## src/pkg/sfw_defines.svh

```systemverilog
// Purpose: constants of the software fault watchdog
// Assumes: pclk is the cpu machine-cycle clock
// Notes:   register indices times four give byte addresses
`ifndef SFW_DEFINES_SVH
`define SFW_DEFINES_SVH

// register indices, byte address is index * 4
`define SFW_IDX_CTRL      8'h2a
`define SFW_IDX_STATUS    8'h2b
`define SFW_IDX_EVENTS    8'h2c
`define SFW_IDX_MASK      8'h2d

// control register layout and reset value
`define SFW_ARM_BIT       7
`define SFW_TOP_BIT       6
`define SFW_CTRL_RESET    8'h7f
`define SFW_CNT_EXPIRE    7'h40
`define SFW_FLAG_BIT      0

// event status bits
`define SFW_EV_TIMEOUT    0
`define SFW_EV_HALT       1
`define SFW_EV_SOFT       2
`define SFW_EV_W          3

// machine cycles per countdown step (12288)
`define SFW_STEP_CYCLES   14'h3000

// reset pulse timing
`define SFW_CLK_NS        50
`define SFW_PULSE_NS      500
`define SFW_PULSE_CYC     ((`SFW_PULSE_NS + `SFW_CLK_NS - 1) / `SFW_CLK_NS)

// status register present only with undervoltage detect reset
`define SFW_HAS_STATUS    1'h1

`endif

```

## src/pkg/sfw_pkg.sv

```systemverilog
// Purpose: types of the software fault watchdog
// Assumes: constants come from sfw_defines.svh
// Notes:   all block state is one packed struct
`default_nettype none

package sfw_pkg;

	typedef enum logic [0:0] {SFW_IDLE, SFW_PULSE} sfw_state_t;

	typedef struct packed {
		sfw_state_t  fsm;
		logic [7:0]  ctrl;
		logic        flag;
		logic [13:0] presc;
		logic [3:0]  pulse_cnt;
		logic        chip_reset_n;
		logic [2:0]  events;
		logic [2:0]  mask;
		logic        irq;
		logic        pready;
		logic [31:0] prdata;
		logic        pslverr;
	} sfw_regs_t;

endpackage : sfw_pkg

`default_nettype wire

```

## src/hw/sfw_watchdog.sv

```systemverilog
// Purpose: software fault watchdog with apb register access
// Assumes: inputs synchronous to pclk, pclk is the machine cycle
// Notes:   reset pulse drives chip_reset_n low for a fixed width
//
// Summary of operation
// RL1 - count in control bits 6:0 steps down once per 12288 machine cycles
// RL2 - lower six count bits give 64 selectable timeout lengths
// RL3 - armed count rolling 40h to 3Fh starts a 500 ns reset pulse
// RL4 - software reloads the control register with FFh down to C0h periodically
// RL5 - every reload sets the arm bit and the top count bit
// RL6 - at 8 MHz FFh gives 98.304 ms and C0h gives 1.536 ms
// RL7 - disarmed after any reset; once armed only a reset disarms
// RL8 - arm bit 7 set by software, cleared only by reset; one allows resets
// RL9 - writing arm set with top count bit clear gives a software reset
// RL10 - halt instruction while armed gives an immediate reset
// RL11 - hardware option keeps the watchdog armed, arm bit then unused
// RL12 - wait state leaves counting and reset behaviour unchanged
// RL13 - control register resets to 7Fh, disarmed with count bits all one
// RL14 - status flag bit 0 set by watchdog reset, cleared by write or power reset
// RL15 - status register exists only with undervoltage detect reset
// RL16 - no interrupt request of the watchdog itself, expiry only resets; here expiry also sets events bit 0, and irq is the masked event summary
// RL17 - reset pulse width timed by a cycle counter at the clock rate
`timescale 1ns/100ps
`include "sfw_defines.svh"
`default_nettype none

module sfw_watchdog (
	input  wire logic        pclk,
	input  wire logic        presetn,
	input  wire logic        psel,
	input  wire logic        penable,
	input  wire logic        pwrite,
	input  wire logic [7:0]  paddr,
	input  wire logic [31:0] pwdata,
	output var  logic        pready,
	output var  logic [31:0] prdata,
	output var  logic        pslverr,
	input  wire logic        halt_exec,
	input  wire logic        hw_watchdog_opt,
	output var  logic        chip_reset_n,
	output var  logic        irq
);

	sfw_pkg::sfw_regs_t s;
	sfw_pkg::sfw_regs_t next_s;

	logic        access;
	logic        wr_ctrl;
	logic        wr_status;
	logic        wr_mask;
	logic        rd_events;
	logic        armed;
	logic        tick;
	logic        trig_timeout;
	logic        trig_soft;
	logic        trig_halt;
	logic [2:0]  ev_set;
	logic [31:0] rd_mux;
	logic        mapped;

	// byte address of a register index
	function automatic logic addr_hit(input logic [7:0] addr, input logic [7:0] idx);
		logic [9:0] byte_addr;
		byte_addr = {idx, 2'h0};
		addr_hit = ({2'h0, addr} == byte_addr);
	endfunction : addr_hit

	assign access    = psel & penable & s.pready;
	assign wr_ctrl   = access & pwrite & addr_hit(paddr, `SFW_IDX_CTRL);
	assign wr_status = access & pwrite & addr_hit(paddr, `SFW_IDX_STATUS);
	assign wr_mask   = access & pwrite & addr_hit(paddr, `SFW_IDX_MASK);
	assign rd_events = access & ~pwrite & addr_hit(paddr, `SFW_IDX_EVENTS);

	// hardware option forces arming
	assign armed = s.ctrl[`SFW_ARM_BIT] | hw_watchdog_opt; // RL11 RL8

	// one step per 12288 machine cycles, wait state not seen here
	assign tick = (s.fsm == sfw_pkg::SFW_IDLE) && (s.presc == `SFW_STEP_CYCLES - 14'h0001); // RL1 RL12

	// 40h to 3Fh roll, a reload in the same cycle wins
	assign trig_timeout = tick && armed && !wr_ctrl
		&& (s.ctrl[6:0] == `SFW_CNT_EXPIRE); // RL3 RL2 RL6

	// top count bit written clear with the watchdog armed or the arm bit written set
	assign trig_soft = wr_ctrl && (armed || pwdata[`SFW_ARM_BIT])
		&& !pwdata[`SFW_TOP_BIT]; // RL9 RL5

	assign trig_halt = halt_exec && armed; // RL10

	always_comb
	begin
		ev_set = 3'h0;
		if (s.fsm == sfw_pkg::SFW_IDLE)
		begin
			ev_set[`SFW_EV_TIMEOUT] = trig_timeout;
			ev_set[`SFW_EV_HALT]    = trig_halt;
			ev_set[`SFW_EV_SOFT]    = trig_soft;
		end
	end

	always_comb
	begin
		mapped = 1'h1;
		rd_mux = 32'h0000_0000;
		if (addr_hit(paddr, `SFW_IDX_CTRL))
			rd_mux = {24'h00_0000, s.ctrl};
		else if (addr_hit(paddr, `SFW_IDX_STATUS))
			rd_mux = {31'h0000_0000, s.flag & `SFW_HAS_STATUS}; // RL15
		else if (addr_hit(paddr, `SFW_IDX_EVENTS))
			rd_mux = {29'h0000_0000, s.events};
		else if (addr_hit(paddr, `SFW_IDX_MASK))
			rd_mux = {29'h0000_0000, s.mask};
		else
			mapped = 1'h0;
	end

	always_comb
	begin
		next_s = s;

		// apb: one wait state, answer registered
		next_s.pready  = psel & penable & ~s.pready;
		next_s.prdata  = (psel & penable & ~s.pready & ~pwrite) ? rd_mux : 32'h0000_0000;
		next_s.pslverr = psel & penable & ~s.pready & ~mapped;

		if (wr_mask)
			next_s.mask = pwdata[`SFW_EV_W-1:0];
		// clear only what the read returned, a newer event survives
		if (rd_events)
			next_s.events = s.events & ~s.prdata[`SFW_EV_W-1:0];
		next_s.events = next_s.events | ev_set;

		// software write of zero clears the flag
		if (wr_status && !pwdata[`SFW_FLAG_BIT])
			next_s.flag = 1'h0; // RL14

		case (s.fsm)
			sfw_pkg::SFW_IDLE:
			begin
				next_s.presc = tick ? 14'h0000 : s.presc + 14'h0001;
				if (wr_ctrl)
					next_s.ctrl = {s.ctrl[`SFW_ARM_BIT] | pwdata[`SFW_ARM_BIT], pwdata[6:0]}; // RL7 RL8
				else if (tick)
					next_s.ctrl = {s.ctrl[`SFW_ARM_BIT], s.ctrl[6:0] - 7'h01}; // RL1
				if (|ev_set)
				begin
					next_s.fsm          = sfw_pkg::SFW_PULSE;
					next_s.pulse_cnt    = 4'(`SFW_PULSE_CYC - 1); // RL17
					next_s.chip_reset_n = 1'h0; // RL3
					next_s.ctrl         = `SFW_CTRL_RESET; // RL7 RL13
					next_s.presc        = 14'h0000;
					next_s.flag         = `SFW_HAS_STATUS; // RL14
				end
			end
			sfw_pkg::SFW_PULSE:
			begin
				// chip under reset: control held at 7Fh and step counter at zero
				next_s.ctrl  = `SFW_CTRL_RESET; // RL7
				next_s.presc = 14'h0000;
				if (s.pulse_cnt == 4'h0)
				begin
					next_s.fsm          = sfw_pkg::SFW_IDLE;
					next_s.chip_reset_n = 1'h1;
				end
				else
					next_s.pulse_cnt = s.pulse_cnt - 4'h1; // RL17
			end
			default:
			begin
				next_s.fsm          = sfw_pkg::SFW_IDLE;
				next_s.chip_reset_n = 1'h1;
			end
		endcase

		// the only interrupt is the wrapper's event summary
		next_s.irq = |(next_s.events & next_s.mask); // RL16
	end

	always_ff @(posedge pclk or negedge presetn)
	begin
		if (!presetn)
		begin
			s              <= '0;
			s.fsm          <= sfw_pkg::SFW_IDLE;
			s.ctrl         <= `SFW_CTRL_RESET; // RL13
			s.chip_reset_n <= 1'h1;
		end
		else
			s <= next_s;
	end

	assign pready       = s.pready;
	assign prdata       = s.prdata;
	assign pslverr      = s.pslverr;
	assign chip_reset_n = s.chip_reset_n;
	assign irq          = s.irq;

	// checks

	property p_pulse_width;
		@(posedge pclk) disable iff (!presetn)
		$fell(chip_reset_n) |-> !chip_reset_n ##9 !chip_reset_n ##1 chip_reset_n;
	endproperty
	a_pulse_width: assert property (p_pulse_width) else $error("reset pulse width wrong"); // RL3 RL17

	property p_timeout;
		@(posedge pclk) disable iff (!presetn)
		(s.fsm == sfw_pkg::SFW_IDLE) && armed && tick && !wr_ctrl && (s.ctrl[6:0] == 7'h40)
		|=> !chip_reset_n;
	endproperty
	a_timeout: assert property (p_timeout) else $error("no reset on 40h to 3Fh roll"); // RL3

	property p_no_reset_disarmed;
		@(posedge pclk) disable iff (!presetn)
		(s.fsm == sfw_pkg::SFW_IDLE) && !armed && !pwdata[7] |=> chip_reset_n;
	endproperty
	a_no_reset_disarmed: assert property (p_no_reset_disarmed) else $error("reset while disarmed"); // RL8

	property p_soft;
		@(posedge pclk) disable iff (!presetn)
		(s.fsm == sfw_pkg::SFW_IDLE) && wr_ctrl && pwdata[7] && !pwdata[6] |=> !chip_reset_n;
	endproperty
	a_soft: assert property (p_soft) else $error("no software reset"); // RL9

	property p_halt;
		@(posedge pclk) disable iff (!presetn)
		(s.fsm == sfw_pkg::SFW_IDLE) && halt_exec && (s.ctrl[7] || hw_watchdog_opt) |=> !chip_reset_n;
	endproperty
	a_halt: assert property (p_halt) else $error("halt while armed did not reset"); // RL10

	property p_hw_opt;
		@(posedge pclk) disable iff (!presetn)
		(s.fsm == sfw_pkg::SFW_IDLE) && hw_watchdog_opt && halt_exec |=> !chip_reset_n;
	endproperty
	a_hw_opt: assert property (p_hw_opt) else $error("hardware option not armed"); // RL11

	property p_arm_sticky;
		@(posedge pclk) disable iff (!presetn)
		(s.fsm == sfw_pkg::SFW_IDLE) && s.ctrl[7] && !(|ev_set) |=> s.ctrl[7];
	endproperty
	a_arm_sticky: assert property (p_arm_sticky) else $error("arm bit cleared by software"); // RL7

	property p_disarm_on_reset;
		@(posedge pclk) disable iff (!presetn)
		$fell(chip_reset_n) |-> (s.ctrl == 8'h7f) ##1 (s.ctrl == 8'h7f);
	endproperty
	a_disarm_on_reset: assert property (p_disarm_on_reset) else $error("control not 7Fh in reset"); // RL7 RL13

	property p_decrement;
		@(posedge pclk) disable iff (!presetn)
		tick && !wr_ctrl && !(|ev_set) |=> (s.ctrl[6:0] == $past(s.ctrl[6:0]) - 7'h01);
	endproperty
	a_decrement: assert property (p_decrement) else $error("count did not step down"); // RL1

	property p_step_hold;
		@(posedge pclk) disable iff (!presetn)
		(s.fsm == sfw_pkg::SFW_IDLE) && !tick && !wr_ctrl && !(|ev_set) |=> $stable(s.ctrl);
	endproperty
	a_step_hold: assert property (p_step_hold) else $error("count moved between steps"); // RL1 RL2

	property p_flag_set;
		@(posedge pclk) disable iff (!presetn)
		$fell(chip_reset_n) |-> s.flag;
	endproperty
	a_flag_set: assert property (p_flag_set) else $error("flag not set by watchdog reset"); // RL14

	property p_flag_clear;
		@(posedge pclk) disable iff (!presetn)
		wr_status && !pwdata[0] && !(|ev_set) |=> !s.flag;
	endproperty
	a_flag_clear: assert property (p_flag_clear) else $error("flag not cleared by write"); // RL14

	property p_apb_answer;
		@(posedge pclk) disable iff (!presetn)
		psel && penable && !pready |=> pready ##1 !pready;
	endproperty
	a_apb_answer: assert property (p_apb_answer) else $error("apb answer timing wrong");

	property p_irq;
		@(posedge pclk) disable iff (!presetn)
		|(s.events & s.mask) |-> irq;
	endproperty
	a_irq: assert property (p_irq) else $error("irq low with unmasked event"); // RL16

	property p_ctrl_write;
		@(posedge pclk) disable iff (!presetn)
		wr_ctrl && (s.fsm == sfw_pkg::SFW_IDLE) && !(|ev_set)
		|=> (s.ctrl[6:0] == $past(pwdata[6:0])) && (s.ctrl[7] == ($past(s.ctrl[7]) || $past(pwdata[7])));
	endproperty
	a_ctrl_write: assert property (p_ctrl_write) else $error("control write did not land"); // RL8

	property p_ctrl_in_pulse;
		@(posedge pclk) disable iff (!presetn)
		!chip_reset_n |-> (s.ctrl == `SFW_CTRL_RESET);
	endproperty
	a_ctrl_in_pulse: assert property (p_ctrl_in_pulse) else $error("control moved during reset pulse"); // RL7

	property p_pulse_cause;
		@(posedge pclk) disable iff (!presetn)
		chip_reset_n && !(|ev_set) |=> chip_reset_n;
	endproperty
	a_pulse_cause: assert property (p_pulse_cause) else $error("reset pulse without a cause"); // RL3

	property p_presc_restart;
		@(posedge pclk) disable iff (!presetn)
		$rose(chip_reset_n) |-> (s.presc == 14'h0000);
	endproperty
	a_presc_restart: assert property (p_presc_restart) else $error("step counter not restarted"); // RL1

	property p_presc_bound;
		@(posedge pclk) disable iff (!presetn)
		s.presc < `SFW_STEP_CYCLES;
	endproperty
	a_presc_bound: assert property (p_presc_bound) else $error("step counter out of range"); // RL1

	property p_event_set;
		@(posedge pclk) disable iff (!presetn)
		|ev_set |=> ((s.events & $past(ev_set)) == $past(ev_set));
	endproperty
	a_event_set: assert property (p_event_set) else $error("reset cause not recorded");

	property p_flag_hold;
		@(posedge pclk) disable iff (!presetn)
		s.flag && !wr_status |=> s.flag;
	endproperty
	a_flag_hold: assert property (p_flag_hold) else $error("flag lost without a write"); // RL14

	property p_flag_no_set;
		@(posedge pclk) disable iff (!presetn)
		!s.flag && !(|ev_set) |=> !s.flag;
	endproperty
	a_flag_no_set: assert property (p_flag_no_set) else $error("flag set without watchdog reset"); // RL14

	property p_idle_no_ready;
		@(posedge pclk) disable iff (!presetn)
		!(psel && penable) |=> !pready;
	endproperty
	a_idle_no_ready: assert property (p_idle_no_ready) else $error("pready without access");

	property p_slverr_ready;
		@(posedge pclk) disable iff (!presetn)
		pslverr |-> pready;
	endproperty
	a_slverr_ready: assert property (p_slverr_ready) else $error("pslverr without pready");

	property p_prdata_idle;
		@(posedge pclk) disable iff (!presetn)
		!pready |-> (prdata == 32'h0000_0000);
	endproperty
	a_prdata_idle: assert property (p_prdata_idle) else $error("prdata not zero between answers");

	c_timeout: cover property (@(posedge pclk) disable iff (!presetn) trig_timeout);
	c_soft: cover property (@(posedge pclk) disable iff (!presetn) trig_soft);
	c_halt: cover property (@(posedge pclk) disable iff (!presetn) trig_halt);
	c_reload: cover property (@(posedge pclk) disable iff (!presetn) wr_ctrl && pwdata[7] && pwdata[6]);
	c_hw_opt: cover property (@(posedge pclk) disable iff (!presetn) hw_watchdog_opt && trig_halt);

endmodule : sfw_watchdog

`default_nettype wire

```

## config.mk

```make
export PLATFORM = sky130hd
export DESIGN_NAME = sfw_watchdog
export DESIGN_NICKNAME = d
export VERILOG_FILES = /design/src/pkg/sfw_pkg.sv /design/src/hw/sfw_watchdog.sv
export VERILOG_INCLUDE_DIRS = /design/src /design/src/pkg
export SDC_FILE = /design/constraint.sdc
export NUM_CORES = 1
export LEC_CHECK = 0
export ABC_AREA = 1
export BUFFER_PORTS_ARGS = -buffer_cell sky130_fd_sc_hd__buf_2
export CAP_MARGIN = 20
export CORE_UTILIZATION = 52
export DETAILED_ROUTE_END_ITERATION = 10
export GPL_ROUTABILITY_DRIVEN = 0
export PLACE_DENSITY = 0.8
export SLEW_MARGIN = 20
export SYNTH_ARGS = -nofsm -noshare
export SYNTH_HDL_FRONTEND = slang
export SYNTH_SLANG_ARGS = --single-unit
```

## constraint.sdc

```tcl
create_clock -name pclk -period 1.7 [get_ports pclk]
set_input_delay 0.085 -clock pclk [delete_from_list [all_inputs] [get_ports pclk]]
set_output_delay 0.085 -clock pclk [all_outputs]
set_load 0.02 [all_outputs]
```

==> flow_summary.toml <==
[sta]
slew_headroom = 0.611
finClkSkew_ns = 0.0104
hold_viol_final = 0
slew_violations = 0
fin_crit_sh = 0.970
worstMarginPinSlew_ns = 0.584
setup_viol = 0
max_freq_mhz = 607
hold-worst-slack_ns = 0.0453
fin_crit_ns = 1.65
layout_setup_ws_ns = 0.0517
rsz0062_at_grt = "true"
final.setup.tns_ns = 0

[outcome]
outcome = "finished clean"

[min_path]
hold_path.class = "input port to register"
hp-start = "penable"
hold_end = "pready"
holdPathStages = 3

[layout]
multi_input_area_um2 = 1430
register_area_um2 = 1160
syn2layout_area_growth_pct = 16.3
fin_cells = 515
mostFrequentLayoutCells = "98 x nand2_1, 55 x nor2_1, 41 x inv_1"
fill_cells = 477
antenna-diode-count = 0
final_common_cell = "nand2_1"
nNetsFinal = 496
drive_gt1_frac = 0.236
final_core_util = 0.644

[routing]
vias_per_cell = 4.82
wl_um = 6190
drt-initial-drc-count = 164
routedWlPerCell_um = 12.0
detail-route-antenna-nets = 0
drc = 0
drt-pass1-iter-count = 4
vias = 2484

[critical_path]
critPathTopFamily = "simple AND/OR/NAND/NOR gates"
required_ns = 1.93
criticalPathCategory = "register to register"
start_kind = "register"
rrSetupSlack_ns = 0.05
slowest_delay_ns = 0.54
slowest_stage = "dfstp_2"
crit_top_cell = "inv_2"
worstPathMaxFanout = 8
cp.arrival_ns = 1.87
cp-startpoint = "s[61]"
r2r_start = "s[61]"
path_buf_inv = 2
end_kind = "register"
r2r_end = "s[49]"
path_cells = "inv_2 -> ha_4 -> nand2_2 -> nand3b_1 -> nor2_2 -> nand3_4 -> inv_2 -> nor2_4 -> nand2_4 -> nor2_1"
rr_worst_depth = 10

[synth]
synth_area_um2 = 2880
synth_compound_gate_area_share = 0.0387
synth_xor_xnor_area_share = 0.0365
async_flop_share = 1.00
ys_seq_area_frac = 0.403
syn_area_per_cell_um2 = 7.36
synth_seq_cells = 46
yosys.area_share.simple = 0.349
yosysWarnings = 0
synth_edf_count = 0
ys.flop_type = "dfrtp_1"
syn_inst = 391
synth_top_family_by_area = "simple AND/OR/NAND/NOR gates"
synthMuxAreaShare = 0
ys_types = 29
synthAdderAreaFrac = 0.0217

[global_route]
grt_usage = 0.206
grt_util_met1 = 0.267
grt_pass1_vias = 2212
grt_max_degree = 47
antenna_found_initial = 0
top_usage_layer = "met2"
grt-ovfl-total = 0
grt_util_met2 = 0.353
grt_pass1_wl_um = 9650
grt_use_met3 = 0.0383

[die]
std_cell_rows = 26
die_x_um = 76.4
dieArea_um2 = 5840
core_area_um2 = 5200
dieHeight_um = 76.4
initial_core_util = 0.553
io_pins = 83

[job]
max-cap-violations = 0

[clock_tree]
cts_tree = "done"
htree_levels = 2
numCtsBuffers = 5
cts.clk_slew.worst_paths_ns = 0.09
cts_buffer_depth = 2
clk_latency_ns = 0.30
clockRootBuffer = "clkbuf_8"
cts_sinks = 46

[place]
dpl.cell_count = 500
port_buffers = 34
dpl_worst_slack_ns = 0.0239
hpwl_um = 4540

[pwr]
p_leak_nw = 1.76
p_per_area_nw_per_um2 = 861
ir_worst_vdd_mv = 0.640
==> power breakdown <==
part           total [mW]  internal (mW)  switching [mW]
clock               0.769          0.411           0.358
combinational       0.836          0.299           0.537
sequential           1.28           1.20          0.0819
==> synth_stat cells, drive strengths merged, types with 3 or more instances <==
master  count  share of area
clkbuf      3         0.0039
nand2     102           0.13
ha          5          0.022
o21ai       7          0.012
dfrtp      38           0.33
buf        32          0.083
inv        48          0.063
xor2       10          0.030
dfstp       8          0.073
o211ai      4          0.010
nand3      34          0.067
nand4      11          0.024
nor2       68           0.10
nor3       10          0.017
==> state kept, by name (all words and copies together), names as in the netlist <==
register	cells
chip_reset_n	1
irq	1
prdata	8
pready	1
pslverr	1
s	34
==> worst register-to-register path, stage by stage, from the launching register on <==
cell and delay [ns]:
dfstp_2 0.54, inv_2 0.05, ha_4 0.15, nand2_2 0.04, nand3b_1 0.11, nor2_2 0.06, nand3_4 0.10, inv_2 0.06
nor2_4 0.20, nand2_4 0.14, nor2_1 0.12
==> final cells by class <==
class                           count  share of cell area
Clock buffer                        8              0.0329
Inverter                           48              0.0538
Tap cell                           70              0.0261
Sequential cell                    46               0.347
Timing Repair Buffer               58               0.115
Multi-Input combinational cell    285               0.425
==> logic make-up after synthesis <==
group	count (synthesis)
and+or+nand+nor	227
buffers and inverters	83
DFF	46
AOI/OAI and AO/OA	17
xor gates and xnor gates	12
adders and majority gates	5
other	1
==> worst max path at each step <==
stage,end,slack (ns),cells after the start
after floorplan,s[51],0.15,10
after global placement,s[58],0.1,10
after detailed placement,s[51],0.02,10
after CTS,s[51],0.002,10
after global routing,s[51],-0.04,7
final,s[49],0.05,10
==> what timing repair did <==
action                                 in CTS  in global routing
gates resized for setup                     0                 19
endpoints found under the hold margin      38                  0
setup endpoints to repair                   0                 23
hold buffers                                1                  0
setup buffers                               0                  6
==> metrics by stage <==
step	cell area, um2	total power, mW
after global placement	3110	2.04
after CTS	3230	2.84
final	3350	2.88
after floorplan	2970	1.87
after detailed placement	3110	2.07
after global routing	3350	3.07
==> routing by layer <==
layer  part of all wire  vias to the layer above  routed length, um
li1                   -                     1279                  -
met1               0.46                     1131               2830
met2               0.49                       65               3020
met3              0.043                        9                267
met4              0.012                        0                 74
met5                  0                        -                  0
Note: power is estimated with default switching activity, not from simulation.
